File: src/ued_pkg.sv
// Shared constants and carrier types for the UART emulation event and DMA logic.
package ued_pkg;

    // Bit positions inside the host event source register.
    localparam int EVT_W         = 8;
    localparam int EVT_FCR_BIT   = 0;
    localparam int EVT_DIV_BIT   = 1;
    localparam int EVT_LCR_BIT   = 2;
    localparam int EVT_MCR_BIT   = 3;
    localparam int EVT_RBR_BIT   = 4;
    localparam int EVT_TXTO_BIT  = 5;
    localparam int EVT_THR_BIT   = 6;
    localparam int EVT_IUS_BIT   = 7;
    localparam int EVT_FLAG_W    = 7;

    // Reset values.
    localparam logic [6:0] EVT_FLAGS_RST = 7'h00;
    localparam logic       DMA_MULTI_RST = 1'b0;

    // Host DMA mode select inside the written FIFO control byte.
    localparam int FCR_DMA_MODE_BIT = 3;

    // Idle time of the transmit FIFO, in core clock cycles.
    localparam int TX_IDLE_CYCLES_DEF = 256;

    // Number of in-service sources on the interrupt chain.
    localparam int NUM_IUS_DEF = 8;

    // One-cycle access strobes from the host side.
    typedef struct packed {
        logic       wr_thr;
        logic       rd_rbr;
        logic       wr_mcr;
        logic       wr_lcr;
        logic       wr_dll;
        logic       wr_dlm;
        logic       wr_fcr;
        logic [7:0] wdata;
    } ued_host_acc_t;

    // One-cycle access strobes from the processor side.
    typedef struct packed {
        logic       rd_thr;
        logic       wr_rbr;
        logic       rd_mcr;
        logic       rd_lcr;
        logic       rd_dll;
        logic       rd_dlm;
        logic       rd_fcr;
        logic       rd_evt;
        logic       wr_evt;
        logic [7:0] wdata;
    } ued_cpu_acc_t;

    // Fill and status levels of the FIFOs and the line status bits.
    typedef struct packed {
        logic fifo_mode;
        logic tx_empty;
        logic tx_full;
        logic tx_below_trig;
        logic tx_at_trig;
        logic tx_access;
        logic tx_occurred;
        logic rx_empty;
        logic rx_at_trig;
        logic holding_empty;
        logic data_ready;
        logic holding_empty_sh;
        logic data_ready_sh;
        logic delay_tmr_en;
    } ued_fifo_st_t;

    // DMA request lines toward both sides.
    typedef struct packed {
        logic host_rx_req;
        logic host_tx_req;
        logic cpu_rx_req;
        logic cpu_tx_req;
    } ued_dma_t;

endpackage

File: src/ued_event_dma.sv
// Event source flags, in-service tracking and DMA requests of the emulation.
`timescale 1ns/1ps
`default_nettype none

// Summary of operation
// - Idle non-empty transmit FIFO below trigger past timeout sets bit 5; access clears.
// - Non-FIFO: host receive read sets bit 4; processor receive write clears.
// - FIFO mode: host emptying receive FIFO sets bit 4; processor write clears.
// - Host modem control write sets bit 3; processor read of it clears.
// - Host line control write sets bit 2; processor read of it clears.
// - Host write of either divisor byte sets bit 1.
// - Bit 1 clears once every pending divisor byte has been read back.
// - Host FIFO control write or a transmit sets bit 0; processor read clears.
// - Single mode: receive DMA request while receive FIFO holds any byte.
// - Single mode: transmit DMA request while transmit FIFO is empty.
// - Multi mode: receive request rises at trigger, falls at empty.
// - Multi mode: transmit request while transmit FIFO is not full.
// - FIFO control bit 3 selects multi-byte DMA; zero, the default, single.
// - Processor DMA requests are the inverse of holding-empty and data-ready status bits.
// - With delay timers on, processor requests use the shadow status bits.
// - Host holding write sets bit 6, processor read clears; FIFO: trigger.
// - Bit 7 is OR of in-service bits; writing 1 drops the highest.
module ued_event_dma
    import ued_pkg::*;
#(
    parameter int TX_IDLE_CYCLES = TX_IDLE_CYCLES_DEF,
    parameter int NUM_IUS        = NUM_IUS_DEF
) (
    input  wire logic               core_clk,
    input  wire logic               reset,
    input  wire ued_host_acc_t      host_acc,
    input  wire ued_cpu_acc_t       cpu_acc,
    input  wire ued_fifo_st_t       fifo_st,
    input  wire logic [NUM_IUS-1:0] ius_set,
    output logic [NUM_IUS-1:0]      ius_bits,
    output logic [EVT_W-1:0]        host_event_source,
    output logic                    host_dma_multi,
    output ued_dma_t                dma_req,
    output logic                    evt_rd_ready,
    output logic                    evt_rd_valid,
    input  wire logic               evt_rd_accept,
    output logic [EVT_W-1:0]        evt_rd_data
);

    localparam int TMR_W = $clog2(TX_IDLE_CYCLES + 1);
    localparam logic [TMR_W-1:0] TMR_LOAD = TMR_W'(TX_IDLE_CYCLES);
    localparam logic [TMR_W-1:0] TMR_ONE  = {{(TMR_W-1){1'b0}}, 1'b1};
    localparam logic [TMR_W-1:0] TMR_ZERO = {TMR_W{1'b0}};

    logic [EVT_FLAG_W-1:0] flags_r;
    logic [NUM_IUS-1:0]    ius_r;
    logic [NUM_IUS-1:0]    ius_nxt;
    logic [NUM_IUS-1:0]    ius_clr;
    logic [NUM_IUS-1:0]    ius_lower;
    logic                  ius_drop;
    logic                  ius_any_r;
    logic                  div_lo_pend_r;
    logic                  div_hi_pend_r;
    logic                  div_lo_nxt;
    logic                  div_hi_nxt;
    logic [TMR_W-1:0]      tmr_r;
    logic                  tmr_reload;
    logic                  tx_idle_fire;
    logic                  rx_empty_d_r;
    logic                  rx_emptied;
    logic                  multi_r;
    logic                  host_rx_req_r;
    logic                  host_tx_req_r;
    logic                  cpu_rx_req_r;
    logic                  cpu_tx_req_r;
    logic                  holding_empty_flag_sel;
    logic                  dr_sel;
    logic [EVT_W-1:0]      evt_view;

    assign evt_view = {ius_any_r, flags_r};

    // Transmit idle timer: restarted by any FIFO access or when the fill
    // level leaves the band between empty and the trigger level.
    assign tmr_reload   = fifo_st.tx_access || fifo_st.tx_empty ||
                          !fifo_st.tx_below_trig;
    assign tx_idle_fire = !tmr_reload && (tmr_r == TMR_ONE);

    always_ff @(posedge core_clk) begin
        if (reset) begin
            tmr_r <= TMR_LOAD;
        end else if (tmr_reload) begin
            tmr_r <= TMR_LOAD;
        end else if (tmr_r != TMR_ZERO) begin
            tmr_r <= tmr_r - TMR_ONE;
        end
    end

    // The emptied event is taken from the edge of the empty level, since the
    // processor never drains the receive FIFO and only the host can cause it.
    assign rx_emptied = fifo_st.rx_empty && !rx_empty_d_r;

    always_ff @(posedge core_clk) begin
        if (reset) begin
            rx_empty_d_r <= 1'b1;
        end else begin
            rx_empty_d_r <= fifo_st.rx_empty;
        end
    end

    // Divisor bytes are tracked apart so that reading one byte leaves the
    // flag up while the other byte is still unread.
    always_comb begin
        div_lo_nxt = div_lo_pend_r;
        div_hi_nxt = div_hi_pend_r;
        if (cpu_acc.rd_dll) begin
            div_lo_nxt = 1'b0;
        end
        if (cpu_acc.rd_dlm) begin
            div_hi_nxt = 1'b0;
        end
        if (host_acc.wr_dll) begin
            div_lo_nxt = 1'b1;
        end
        if (host_acc.wr_dlm) begin
            div_hi_nxt = 1'b1;
        end
    end

    always_ff @(posedge core_clk) begin
        if (reset) begin
            div_lo_pend_r <= 1'b0;
            div_hi_pend_r <= 1'b0;
        end else begin
            div_lo_pend_r <= div_lo_nxt;
            div_hi_pend_r <= div_hi_nxt;
        end
    end

    // Event flags. In every flag a set in the same cycle as its clear wins.
    // Of processor writes only the receive buffer write reaches these bits.
    always_ff @(posedge core_clk) begin
        if (reset) begin
            flags_r <= EVT_FLAGS_RST;
        end else begin
            flags_r[EVT_DIV_BIT] <= div_lo_nxt || div_hi_nxt;

            if (host_acc.wr_fcr || fifo_st.tx_occurred) begin
                flags_r[EVT_FCR_BIT] <= 1'b1;
            end else if (cpu_acc.rd_fcr) begin
                flags_r[EVT_FCR_BIT] <= 1'b0;
            end

            if (host_acc.wr_lcr) begin
                flags_r[EVT_LCR_BIT] <= 1'b1;
            end else if (cpu_acc.rd_lcr) begin
                flags_r[EVT_LCR_BIT] <= 1'b0;
            end

            if (host_acc.wr_mcr) begin
                flags_r[EVT_MCR_BIT] <= 1'b1;
            end else if (cpu_acc.rd_mcr) begin
                flags_r[EVT_MCR_BIT] <= 1'b0;
            end

            if (fifo_st.fifo_mode) begin
                if (rx_emptied) begin
                    flags_r[EVT_RBR_BIT] <= 1'b1;
                end else if (cpu_acc.wr_rbr) begin
                    flags_r[EVT_RBR_BIT] <= 1'b0;
                end
            end else begin
                if (host_acc.rd_rbr) begin
                    flags_r[EVT_RBR_BIT] <= 1'b1;
                end else if (cpu_acc.wr_rbr) begin
                    flags_r[EVT_RBR_BIT] <= 1'b0;
                end
            end

            if (tx_idle_fire) begin
                flags_r[EVT_TXTO_BIT] <= 1'b1;
            end else if (fifo_st.tx_access) begin
                flags_r[EVT_TXTO_BIT] <= 1'b0;
            end

            // In FIFO mode the flag follows the fill level against trigger.
            if (fifo_st.fifo_mode) begin
                flags_r[EVT_THR_BIT] <= fifo_st.tx_at_trig;
            end else if (host_acc.wr_thr) begin
                flags_r[EVT_THR_BIT] <= 1'b1;
            end else if (cpu_acc.rd_thr) begin
                flags_r[EVT_THR_BIT] <= 1'b0;
            end
        end
    end

    // In-service bits: bit 0 has the highest priority. A new entry into
    // service wins over a simultaneous end-of-service write.
    assign ius_drop = cpu_acc.wr_evt && cpu_acc.wdata[EVT_IUS_BIT];

    // Only the lowest set index drops, so every bit below it must be clear.
    for (genvar i = 0; i < NUM_IUS; i++) begin : g_ius
        if (i == 0) begin : g_top
            assign ius_lower[i] = 1'b0;
        end else begin : g_rest
            assign ius_lower[i] = |ius_r[i-1:0];
        end
        assign ius_clr[i] = ius_drop && ius_r[i] && !ius_lower[i];
    end
    assign ius_nxt = (ius_r & ~ius_clr) | ius_set;

    always_ff @(posedge core_clk) begin
        if (reset) begin
            ius_r <= {NUM_IUS{1'b0}};
        end else begin
            ius_r <= ius_nxt;
        end
    end

    // The summary bit is registered from the next state so that it never
    // lags the in-service bits it stands for.
    always_ff @(posedge core_clk) begin
        if (reset) begin
            ius_any_r <= 1'b0;
        end else begin
            ius_any_r <= |ius_nxt;
        end
    end

    // Host DMA mode is caught from each host write of the FIFO control byte.
    always_ff @(posedge core_clk) begin
        if (reset) begin
            multi_r <= DMA_MULTI_RST;
        end else if (host_acc.wr_fcr) begin
            multi_r <= host_acc.wdata[FCR_DMA_MODE_BIT];
        end
    end

    // Host side DMA requests. In multi mode the receive request holds from
    // the trigger level down to empty, so the host can drain in bursts.
    always_ff @(posedge core_clk) begin
        if (reset) begin
            host_rx_req_r <= 1'b0;
        end else if (!multi_r) begin
            host_rx_req_r <= !fifo_st.rx_empty;
        end else if (fifo_st.rx_empty) begin
            host_rx_req_r <= 1'b0;
        end else if (fifo_st.rx_at_trig) begin
            host_rx_req_r <= 1'b1;
        end
    end

    always_ff @(posedge core_clk) begin
        if (reset) begin
            host_tx_req_r <= 1'b0;
        end else if (multi_r) begin
            host_tx_req_r <= !fifo_st.tx_full;
        end else begin
            host_tx_req_r <= fifo_st.tx_empty;
        end
    end

    // Processor side DMA requests from the immediate or the delayed status.
    assign holding_empty_flag_sel = fifo_st.delay_tmr_en ? fifo_st.holding_empty_sh :
                                             fifo_st.holding_empty;
    assign dr_sel   = fifo_st.delay_tmr_en ? fifo_st.data_ready_sh :
                                             fifo_st.data_ready;

    // Both status bits are high when the processor has nothing to move,
    // so each request is the inverse of its selected bit.
    always_ff @(posedge core_clk) begin
        if (reset) begin
            cpu_tx_req_r <= 1'b0;
        end else begin
            cpu_tx_req_r <= !holding_empty_flag_sel;
        end
    end

    always_ff @(posedge core_clk) begin
        if (reset) begin
            cpu_rx_req_r <= 1'b0;
        end else begin
            cpu_rx_req_r <= !dr_sel;
        end
    end

    // A processor read of the event register is snapshotted into a small
    // buffer so that a stalled reader loses no value; the reader must hold
    // further reads off while evt_rd_ready is low.
    ued_buf2 #(
        .W (EVT_W)
    ) u_rd_buf (
        .core_clk  (core_clk),
        .reset     (reset),
        .in_valid  (cpu_acc.rd_evt),
        .in_ready  (evt_rd_ready),
        .in_data   (evt_view),
        .out_valid (evt_rd_valid),
        .out_ready (evt_rd_accept),
        .out_data  (evt_rd_data)
    );

    assign ius_bits            = ius_r;
    assign host_event_source   = evt_view;
    assign host_dma_multi      = multi_r;
    assign dma_req.host_rx_req = host_rx_req_r;
    assign dma_req.host_tx_req = host_tx_req_r;
    assign dma_req.cpu_rx_req  = cpu_rx_req_r;
    assign dma_req.cpu_tx_req  = cpu_tx_req_r;

endmodule // ued_event_dma

`default_nettype wire

File: src/ued_buf2.sv
// Two-entry buffer with valid and ready on both sides.
`timescale 1ns/1ps
`default_nettype none

module ued_buf2 #(
    parameter int W = 8
) (
    input  wire logic         core_clk,
    input  wire logic         reset,
    input  wire logic         in_valid,
    output logic              in_ready,
    input  wire logic [W-1:0] in_data,
    output logic              out_valid,
    input  wire logic         out_ready,
    output logic [W-1:0]      out_data
);

    logic [W-1:0] d0_r;
    logic [W-1:0] d1_r;
    logic         v0_r;
    logic         v1_r;
    logic         rdy_r;
    logic         push;
    logic         pop;
    logic         v1_nxt;

    assign push      = in_valid && rdy_r;
    assign pop       = v0_r && out_ready;
    assign in_ready  = rdy_r;
    assign out_valid = v0_r;
    assign out_data  = d0_r;

    always_comb begin
        v1_nxt = v1_r;
        if (push && v0_r && !pop) begin
            v1_nxt = 1'b1;
        end else if (pop && !push) begin
            v1_nxt = 1'b0;
        end
    end

    always_ff @(posedge core_clk) begin
        if (reset) begin
            v0_r  <= 1'b0;
            v1_r  <= 1'b0;
            rdy_r <= 1'b1;
        end else begin
            v0_r  <= (v0_r && !pop) || push || v1_r;
            v1_r  <= v1_nxt;
            rdy_r <= !v1_nxt;
        end
    end

    // The head takes the second entry on a pop so that order is kept.
    always_ff @(posedge core_clk) begin
        if (pop && v1_r) begin
            d0_r <= d1_r;
        end else if (push && (!v0_r || pop)) begin
            d0_r <= in_data;
        end
        if (push && v0_r && !(pop && !v1_r)) begin
            d1_r <= in_data;
        end
    end

endmodule // ued_buf2

`default_nettype wire

File: config.mk
export PLATFORM = sky130hd
export DESIGN_NAME = ued_event_dma
export DESIGN_NICKNAME = d
export VERILOG_FILES = /design/src/ued_pkg.sv /design/src/ued_event_dma.sv /design/src/ued_buf2.sv
export SDC_FILE = /design/constraint.sdc
export NUM_CORES = 1
export LEC_CHECK = 0
export BUFFER_PORTS_ARGS = -buffer_cell sky130_fd_sc_hd__buf_2
export CORE_MARGIN = 3
export CORE_UTILIZATION = 47
export CTS_CLUSTER_DIAMETER = 100
export DETAILED_ROUTE_END_ITERATION = 8
export GPL_ROUTABILITY_DRIVEN = 0
export GPL_TIMING_DRIVEN = 0
export PLACE_DENSITY_LB_ADDON = 0.15
export SLEW_MARGIN = 20
export SYNTH_ARGS = -nofsm -noshare
export SYNTH_HDL_FRONTEND = slang
export SYNTH_SLANG_ARGS = --single-unit
File: constraint.sdc
create_clock -name core_clk -period 1.9 [get_ports core_clk]
set_input_delay 0.285 -clock core_clk [delete_from_list [all_inputs] [get_ports core_clk]]
set_output_delay 0.285 -clock core_clk [all_outputs]
set_load 0.05 [all_outputs]
==> out/metrics.csv, run 1 <==
metric,value,unit
cts_tree,yes,
yosysSeqAreaShare,0.5549,
synth_top_area_frac,0.3329,
max_freq,0.6223,GHz
grt_overflow,0,
period_needed,1.607,ns
postLayoutCellArea,2710,µm²
syn_nets,267,
vdd.ir_drop.worst,0.6387,mV
diodes,0,
num_vias,1735,
path_delay_family,simple AND/OR/NAND/NOR gates,
synth.distinct_cells,45,
start_util,0.4904,
layout_setup_ws,0.2929,ns
cp_data_required_time,2.09,ns
cp_cell_sequence,"inv_1, ha_1, or3b_2, a31oi_1, xnor2_1, nor2_1",
synth.area.mux_share,0.05087,
grt_pass1_wl,7.058,mm
cellPowerDensity,911.2,nW/µm²
fp.dieArea,5456,µm²
holdBufCountCts,0,
worst_slew_pin_slew,0.7452,ns
seq_area,1201,µm²
skew,0.008811,ns
status,finished clean,
wl,4.361,mm
insertion_delay,0.30,ns
antenna_found_initial,0,
design.core.area,4414,µm²
cts_sinks,52,
ys_ff_latch,52,
cts.path.max_buffers,2,
rr_endpoint,tmr_r[4],
place_area,2595,µm²
fin_crit_sh,0.8458,
cp-start-kind,flip-flop,
hold_path_depth,2,
endpoint_kind,flip-flop,
synth_cells,207,
fin_setup_tns,0,ns
dr.first_iter.drc_count,56,
holdPathEnd,host_tx_req_r,
dp_cells,332,
multi_input_area,850.8,µm²
slowest_stage,or3b_2,
std_cell_rows,24,
min-delay-start,fifo_st[11],
finalHoldViolCount,0,
synth_top_family_by_area,simple AND/OR/NAND/NOR gates,
crit_fanout,5,
dieHeight,73.87,µm
hp-class,in2reg,
post_drt_wl_per_cell,12.83,µm
synthSimpleGateAreaFrac,0.1786,
setup_violations,0,
clk_pin_slew,0.10,ns
io_pins,88,
slew_headroom,0.5032,
cts_setup_buffers,0,
htreeDepth,2,
area_growth,25.20,%
reg2reg_from,tmr_r[0],
reg2reg_depth,6,
fin_cells,340,
crit_buf_inv,1,
critical_path.max_stage_delay,0.46,ns
grt_pass1_vias,1544,
chipWidth,73.87,µm
ys.warnings.count,0,
antenna_left,0,
hpwl,3.324,mm
portBuffers,73,
synth_ff_type,dfxtp_1,
drv_cap,0,
path_class,reg2reg,
slew_violations,0,
synthXorXnorAreaFrac,0.01214,
synth_compound_area_frac,0.1249,
cts_buffers,5,
drc_errors,0,
synth_edf_count,16,
cts_resized,0,
r2r_setup_slack,0.29,ns
rsz0062_at_grt,false,
netlist_area,2165,µm²
syn_avg_cell_area,10.46,µm²
grt_max_degree,18,
track_usage,0.1671,
final_util,0.6139,
synthAdderAreaFrac,0.02659,
synth_area_leaders,"dfxtp_1, edfxtp_1, nor2_1, mux2_2, a21oi_1",
pre_cts_ws,0.2782,ns
fill_cells,396,
via_per_inst,5.103,
worst_ep_arrival_time,1.80,ns
postSynth.asyncResetShare,0,
p_leak,1.208,nW
post-synth-top-area-cell,dfxtp_1,
cts_root_buf,clkbuf_8,
final_nets,347,
dr.pass1.iters,5,
drive_gt1_frac,0.3472,
## layer usage
metal  GRT usage  routed length, µm  vias to the layer above
li1            -                  -                      888
met1      0.2214               1989                      788
met2      0.2628               2023                       54
met3     0.04651                311                        5
met4     0.05433                 37                        0
met5           0                  0                        -
## worst max path at each step
stage	start	to	depth (start not counted)	slack, ns
finish	tmr_r[0]	tmr_r[4]	6	0.29
global route	tmr_r[1]	tmr_r[4]	6	0.15
global placement	tmr_r[0]	tmr_r[4]	6	0.30
floorplan	ius_bits[0]	ius_any_r	4	0.22
CTS	tmr_r[1]	tmr_r[4]	6	0.27
detailed placement	tmr_r[1]	tmr_r[4]	6	0.28
## power by group
group          switching [mW]  leakage [nW]  internal, mW
clock network           0.369        0.0548         0.397
logic                   0.297         0.704         0.144
registers              0.0472         0.449          1.22
total                   0.713          1.21          1.76
## layout make-up
type,count,share of cell area
Buffer,8,0.01801
Sequential cell,52,0.4432
Multi-Input combinational cell,130,0.3139
Inverter,17,0.02355
Clock buffer,5,0.02539
Tap cell,52,0.02401
Timing Repair Buffer,73,0.1348
Clock inverter,3,0.01708
## registers in the layout, summed over array words and instances (netlist names), 7 cells and up
signal             flops
u_rd_buf.out_data      8
flags_r                7
tmr_r                  9
ius_bits               8
u_rd_buf.d1_r          8
## synthesized netlist by cell type (all sizes together), types with 2 or more instances
cell and number:
edfxtp 16, nand3b 2, nand4 2, nor2b 4, dfxtp 36, nand3 3, and2 2, ha 3
a31oi 5, xnor2 3, nor4 3, a21oi 17, and3b 2, nor3 7, nor2 29, maj3 2
mux2 8, nand2b 3, clkbuf 3, nand2 7, mux2i 2, a211oi 4, o21ai 4, inv 17
buf 5
## through the flow
stage | hold WS (ns) | total power [mW]
final | 0.1574 | 2.469
after CTS | 0.1519 | 2.496
after detailed placement | 0.4479 | 1.731
after global placement | 0.4510 | 1.724
after floorplan | 0.3812 | 1.600
after global routing | 0.1514 | 2.575
## cells by family after synthesis
kind of cell / count (synthesis)
and+or+nand+nor: 71
DFF: 52
AOI/OAI and AO/OA: 41
buffers and inverters: 25
muxes: 10
adders and majority gates: 5
xor gates and xnor gates: 3
## layout by cell type, fill, tap and decap left out, types with 2 or more instances in the layout
| cell type | Yosys | final |
|---|---|---|
| buf_2 | 0 | 73 |
| dfxtp_1 | 36 | 36 |
| nor2_1 | 29 | 29 |
| inv_1 | 17 | 17 |
| a21oi_1 | 17 | 17 |
| edfxtp_1 | 16 | 16 |
| mux2_2 | 8 | 8 |
| nand2_1 | 7 | 7 |
| a31oi_1 | 5 | 5 |
| nor3_1 | 5 | 5 |
| buf_4 | 5 | 5 |
| clkbuf_8 | 0 | 5 |
| nor2b_1 | 4 | 4 |
| a211oi_1 | 4 | 4 |
| o21ai_0 | 4 | 4 |
| nand3_1 | 3 | 3 |
| clkbuf_1 | 3 | 3 |
| xnor2_1 | 3 | 3 |
| nand2b_1 | 3 | 3 |
| ha_1 | 3 | 3 |
| mux2i_1 | 2 | 2 |
| nor3_2 | 2 | 2 |
| nand4_1 | 2 | 2 |
| and3b_1 | 2 | 2 |
| nand3b_1 | 2 | 2 |
| and2_1 | 2 | 2 |
| nor4_1 | 2 | 2 |
| maj3_1 | 2 | 2 |
(Power assumes the default switching activity.)
==> inputs of run 2 (changes only) <==
==> constraint.sdc (replaced) <==
create_clock -name core_clk -period 1.6 [get_ports core_clk]
set_input_delay 0.24 -clock core_clk [delete_from_list [all_inputs] [get_ports core_clk]]
set_output_delay 0.24 -clock core_clk [all_outputs]
set_load 0.05 [all_outputs]
==> run 2 against run 1 <==
- sequential share of layout area shrank 1.0 points
- design area grew 3.1%
- flip-flop and latch count is the same
- wire length grew 4.7%
- setup slack lost 0.26 ns
- total power grew 14%
- critical path depth shrank 2
- combinational power grew 25%
- critical endpoint is now ius_any_r
==> out/metrics.csv, run 2 (synthesis results as in run 1) <==
metric,value,unit,change
status,finished clean,,
grt_overflow,0,,unchanged
mostFrequentLayoutCells,"buf_2, dfxtp_1, nor2_1",,
drive_gt1_frac,0.4075,,+0.06031
dr.pass1.iters,4,,-1
grt_max_degree,19,,+1
period_needed,1.564,ns,-0.04322 ns
cellPowerDensity,1009,nW/µm²,+11%
worst_slew_pin_slew,0.5952,ns,-0.1500 ns
num_vias,1764,,+1.7%
layout_setup_ws,0.03616,ns,-0.2568 ns
fin_crit_sh,0.9774,,+0.1316
endpoint_kind,flip-flop,,
cp_data_required_time,1.78,ns,-0.31 ns
seq_area,1210,µm²,+0.73%
portBuffers,73,,unchanged
design.core.area,4414,µm²,unchanged
cts_sinks,52,,unchanged
path_class,reg2reg,,
area_growth,29.13,%,
drv_cap,0,,unchanged
antenna_left,0,,unchanged
via_per_inst,5.128,,+0.49%
clk_pin_slew,0.09,ns,about the same
grt_pass1_vias,1647,,+6.7%
hp-class,in2reg,,
cp-start-kind,flip-flop,,
skew,0.004336,ns,-0.004475 ns
final_util,0.6332,,+0.01927
place_area,2605,µm²,+0.39%
cts.path.max_buffers,2,,unchanged
hpwl,3.434,mm,+3.3%
std_cell_rows,24,,unchanged
slew_headroom,0.6032,,+0.09999
worst_ep_arrival_time,1.75,ns,-0.05 ns
post_drt_wl_per_cell,13.28,µm,+3.5%
antenna_found_initial,0,,unchanged
dieHeight,73.87,µm,unchanged
postLayoutCellArea,2795,µm²,+3.1%
fill_cells,381,,-3.8%
wl,4.567,mm,+4.7%
fp.dieArea,5456,µm²,unchanged
p_leak,1.228,nW,+1.6%
final_nets,351,,+1.2%
fin_cells,344,,+1.2%
largest-register,tmr_r,,
largest_reg_flops,9,,unchanged
drc_errors,0,,unchanged
diodes,0,,unchanged
cts_root_buf,clkbuf_8,,
power,2.819,mW,+14%
final_common_cell,buf_2,,
start_util,0.4904,,unchanged
grt_pass1_wl,7.555,mm,+7.0%
cts_buffers,5,,unchanged
cts_tree,yes,,
setup_violations,0,,unchanged
dr.first_iter.drc_count,64,,+14%
insertion_delay,0.30,ns,about the same
slew_violations,0,,unchanged
crit_fanout,4,,-1
multi_input_area,915.9,µm²,+7.6%
finalHoldViolCount,0,,unchanged
chipWidth,73.87,µm,unchanged
max_freq,0.6395,GHz,+2.8%
dp_cells,332,,unchanged
htreeDepth,2,,unchanged
track_usage,0.1794,,+0.01231
pre_cts_ws,-0.01026,ns,-0.2885 ns
io_pins,88,,unchanged
vdd.ir_drop.worst,0.4973,mV,-22%
-- run 2: path summary, 6_finish.rpt --
| check | end | startpoint | depth (start not counted) | slack (ns) |
|---|---|---|---|---|
| setup / recovery | ius_any_r | ius_bits[5] | 4 | 0.04 |
| hold reg to reg | u_rd_buf.d1_r[7] | ius_any_r | 0 | 0.48 |
| setup reg to reg | ius_any_r | ius_bits[5] | 4 | 0.04 |
| hold / removal | cpu_tx_req_r | fifo_st[2] | 2 | 0.11 |
-- run 2: report_power, final --
part           internal (mW)  leakage [nW]  total [mW]  switching [mW]
Sequential              1.44         0.451        1.50          0.0609
Clock                  0.321        0.0463       0.765           0.443
Combinational          0.188         0.730       0.551           0.363
Total                   1.95          1.23        2.82           0.868
-- run 2: cell type report --
| type | count | share of cell area |
|---|---|---|
| clock buffers | 5 | 0.02462 |
| well taps | 52 | 0.02328 |
| repair buffers | 77 | 0.1415 |
| flip-flops and latches | 52 | 0.4329 |
| multi-input cells | 130 | 0.3277 |
| inverters | 17 | 0.02283 |
| plain buffers | 8 | 0.01746 |
| clock inverters | 3 | 0.009848 |
-- run 2: what timing repair did --
| item | 4_1_cts | 5_1_grt |
|---|---|---|
| setup buffers | 0 | 4 |
| gates resized for setup | 2 | 15 |
| endpoints found under the setup margin | 2 | 5 |
| hold buffers | 0 | 0 |
| pin swaps | 0 | 4 |
-- run 2: metrics by stage --
stage	hold slack, ns	TNS [ns]
finish	0.1098	0
global route	0.1085	-0.001366
CTS	0.09582	-0.01355
detailed placement	0.4262	-0.01026
global placement	0.4234	0
floorplan	0.3362	-0.07465
-- run 2: layer usage --
metal  part of all wire  vias up  track usage
met5                  0        -            0
met4              0.011        0      0.05433
met3              0.067        5      0.04104
met2               0.47       56       0.2933
met1               0.45      803       0.2356
li1                   -      900            -
-- run 2: critical path, stage by stage (launching register included) --
cell	delay (ns)
dfxtp_1	0.36
nor3_2	0.24
a31oi_2	0.12
or3_1	0.35
o41a_1	0.38
==> inputs of run 3 (changes only) <==
--- a/config.mk
+++ b/config.mk
@@ -6,6 +6,7 @@
 export NUM_CORES = 1
 export LEC_CHECK = 0
 export BUFFER_PORTS_ARGS = -buffer_cell sky130_fd_sc_hd__buf_2
+export CORE_ASPECT_RATIO = 1.1
 export CORE_MARGIN = 3
 export CORE_UTILIZATION = 47
 export CTS_CLUSTER_DIAMETER = 100
@@ -17,3 +18,4 @@
 export SYNTH_ARGS = -nofsm -noshare
 export SYNTH_HDL_FRONTEND = slang
 export SYNTH_SLANG_ARGS = --single-unit
+export TNS_END_PERCENT = 5
==> run 3 against run 2 <==
- flip-flop and latch count is the same
- count of clock-buffer cells in the layout grew 1
- combinational power shrank 3%
==> out/metrics.csv, run 3 (synthesis results as in run 1) <==
metric,value,unit,change
final_nets,347,,-1.1%
path_class,reg2reg,,
layout_setup_ws,0.009055,ns,-0.02711 ns
cts_root_buf,clkbuf_8,,
grt_pass1_vias,1655,,+0.49%
place_area,2603,µm²,about the same
reg2reg_depth,6,,+2
status,finished clean,,
rr_endpoint,tmr_r[4],,
postLayoutCellArea,2739,µm²,-2.0%
swShare,0.2813,,-0.02643
crit_fanout,5,,+1
antenna_left,0,,unchanged
fin_setup_tns,0,ns,unchanged
htreeDepth,2,,unchanged
grt_overflow,0,,unchanged
via_per_inst,4.994,,-2.6%
diodes,0,,unchanged
largest_reg_flops,9,,unchanged
worst_ep_arrival_time,1.77,ns,+0.02 ns
period_needed,1.591,ns,+0.02711 ns
hold_path_depth,2,,unchanged
largest-register,tmr_r,,
cts_setup_buffers,0,,unchanged
power,2.900,mW,+2.9%
cts_tree,yes,,
track_usage,0.1680,,-0.01138
drv_cap,0,,unchanged
dieHeight,77.18,µm,+4.5%
hp-class,in2reg,,
critical_path.max_stage_delay,0.46,ns,+0.08 ns
p_seq_frac,0.518,,-0.015
dr.first_iter.drc_count,89,,+39%
num_vias,1708,,-3.2%
start_util,0.4943,,+0.003923
final_common_cell,buf_2,,
combPwrFrac,0.183,,-0.012
drive_gt1_frac,0.3646,,-0.04295
design.core.area,4379,µm²,-0.79%
grt_pass1_wl,7.465,mm,-1.2%
wl,4.319,mm,-5.4%
grt_max_degree,16,,-3
r2r_setup_slack,0.009,ns,-0.03 ns
io_pins,88,,unchanged
post_drt_wl_per_cell,12.63,µm,-4.9%
min-delay-start,fifo_st[2],,
cts_buffers,5,,unchanged
holdPathEnd,cpu_tx_req_r,,
area_growth,26.53,%,
cellPowerDensity,1059,nW/µm²,+5.0%
slowest_stage,or3b_2,,
skew,0.008560,ns,+0.004223 ns
pre_cts_ws,-0.02540,ns,-0.01514 ns
slew_headroom,0.6273,,+0.02407
rsz0062_at_grt,true,,
std_cell_rows,25,,+4.2%
portBuffers,73,,unchanged
fin_cells,342,,-0.58%
cp-start-kind,flip-flop,,
p_leak,1.213,nW,-1.2%
p_clk_frac,0.299,,+0.028
cts.path.max_buffers,2,,unchanged
chipWidth,70.71,µm,-4.3%
max_freq,0.6286,GHz,-1.7%
fin_crit_sh,0.9943,,+0.01694
fp.dieArea,5457,µm²,about the same
hpwl,3.225,mm,-6.1%
finalHoldViolCount,0,,unchanged
drc_errors,0,,unchanged
worst_slew_pin_slew,0.5591,ns,-0.03610 ns
slew_violations,0,,unchanged
insertion_delay,0.30,ns,about the same
cp_data_required_time,1.77,ns,about the same
mostFrequentLayoutCells,"buf_2, dfxtp_1, nor2_1",,
vdd.ir_drop.worst,0.7539,mV,+52%
endpoint_kind,flip-flop,,
clk_pin_slew,0.09,ns,about the same
p_int,2.084,mW,+6.8%
power.switching,0.8156,mW,-6.0%
dr.pass1.iters,4,,unchanged
dp_cells,334,,+0.60%
cts_sinks,52,,unchanged
setup_violations,0,,unchanged
cp_cell_sequence,"inv_1, ha_2, or3b_2, a31oi_2, xnor2_1, nor2_1",,
antenna_found_initial,0,,unchanged
reg2reg_from,tmr_r[0],,
==> run 3: area by class of cell <==
type,count,area [µm²]
buffer,8,48.80
clock buffer,6,72.57
clock inverter,2,35.03
fill,390,1640
inverter,17,63.81
multi-input combinational,130,883.3
sequential,52,1202
tap,54,67.56
timing repair buffer,73,365.4
==> run 3: power by group through the flow <==
| stage | clock [mW] | sequential [mW] | combinational, mW |
|---|---|---|---|
| final | 0.866 | 1.50 | 0.532 |
| after global routing | 0.938 | 1.51 | 0.578 |
| after CTS | 0.875 | 1.50 | 0.532 |
| after detailed placement | 0 | 1.53 | 0.527 |
| after global placement | 0 | 1.53 | 0.521 |
| after floorplan | 0 | 1.70 | 0.203 |
==> run 3: worst max-delay path by stage <==
stage | from | end | slack [ns] | depth (start not counted)
finish | tmr_r[0] | tmr_r[4] | 0.009 | 6
global route | tmr_r[0] | tmr_r[4] | -0.08 | 6
CTS | tmr_r[0] | tmr_r[4] | 0.0008 | 6
detailed placement | tmr_r[0] | tmr_r[4] | -0.03 | 6
global placement | tmr_r[0] | tmr_r[4] | -0.001 | 6
floorplan | ius_bits[3] | ius_any_r | -0.07 | 4
==> run 3: through the flow <==
stage | hold WS [ns] | util
6_report | 0.1025 | 0.6254
2_1_floorplan | 0.3362 | -
5_1_grt | 0.1028 | 0.6254
4_1_cts | 0.1012 | 0.6220
3_3_place_gp | 0.4221 | 0.5943
3_5_place_dp | 0.4230 | 0.5943
==> run 3: what timing repair did <==
item,CTS,global route
hold buffers,0,0
pin swaps,0,1
endpoints found under the setup margin,2,11
resized for setup,2,3
==> run 3: critical path, delay by kind of cell, from the launching register on <==
| kind | cells | cell delay, ns |
|---|---|---|
| and+or+nand+nor | 2 | 0.51 |
| buffers and inverters | 1 | 0.09 |
| DFF | 1 | 0.35 |
| AOI/OAI and AO/OA | 1 | 0.16 |
| adders and majority gates | 1 | 0.23 |
| xor gates and xnor gates | 1 | 0.13 |
==> run 3: metal layers <==
metal,wire length [µm],vias up,track usage,part of all wire
li1,-,889,-,-
met2,1929,58,0.2625,0.45
met4,41,0,0.05075,0.0095
met3,288,5,0.03539,0.067
met5,0,-,0,0
met1,2060,756,0.2330,0.48
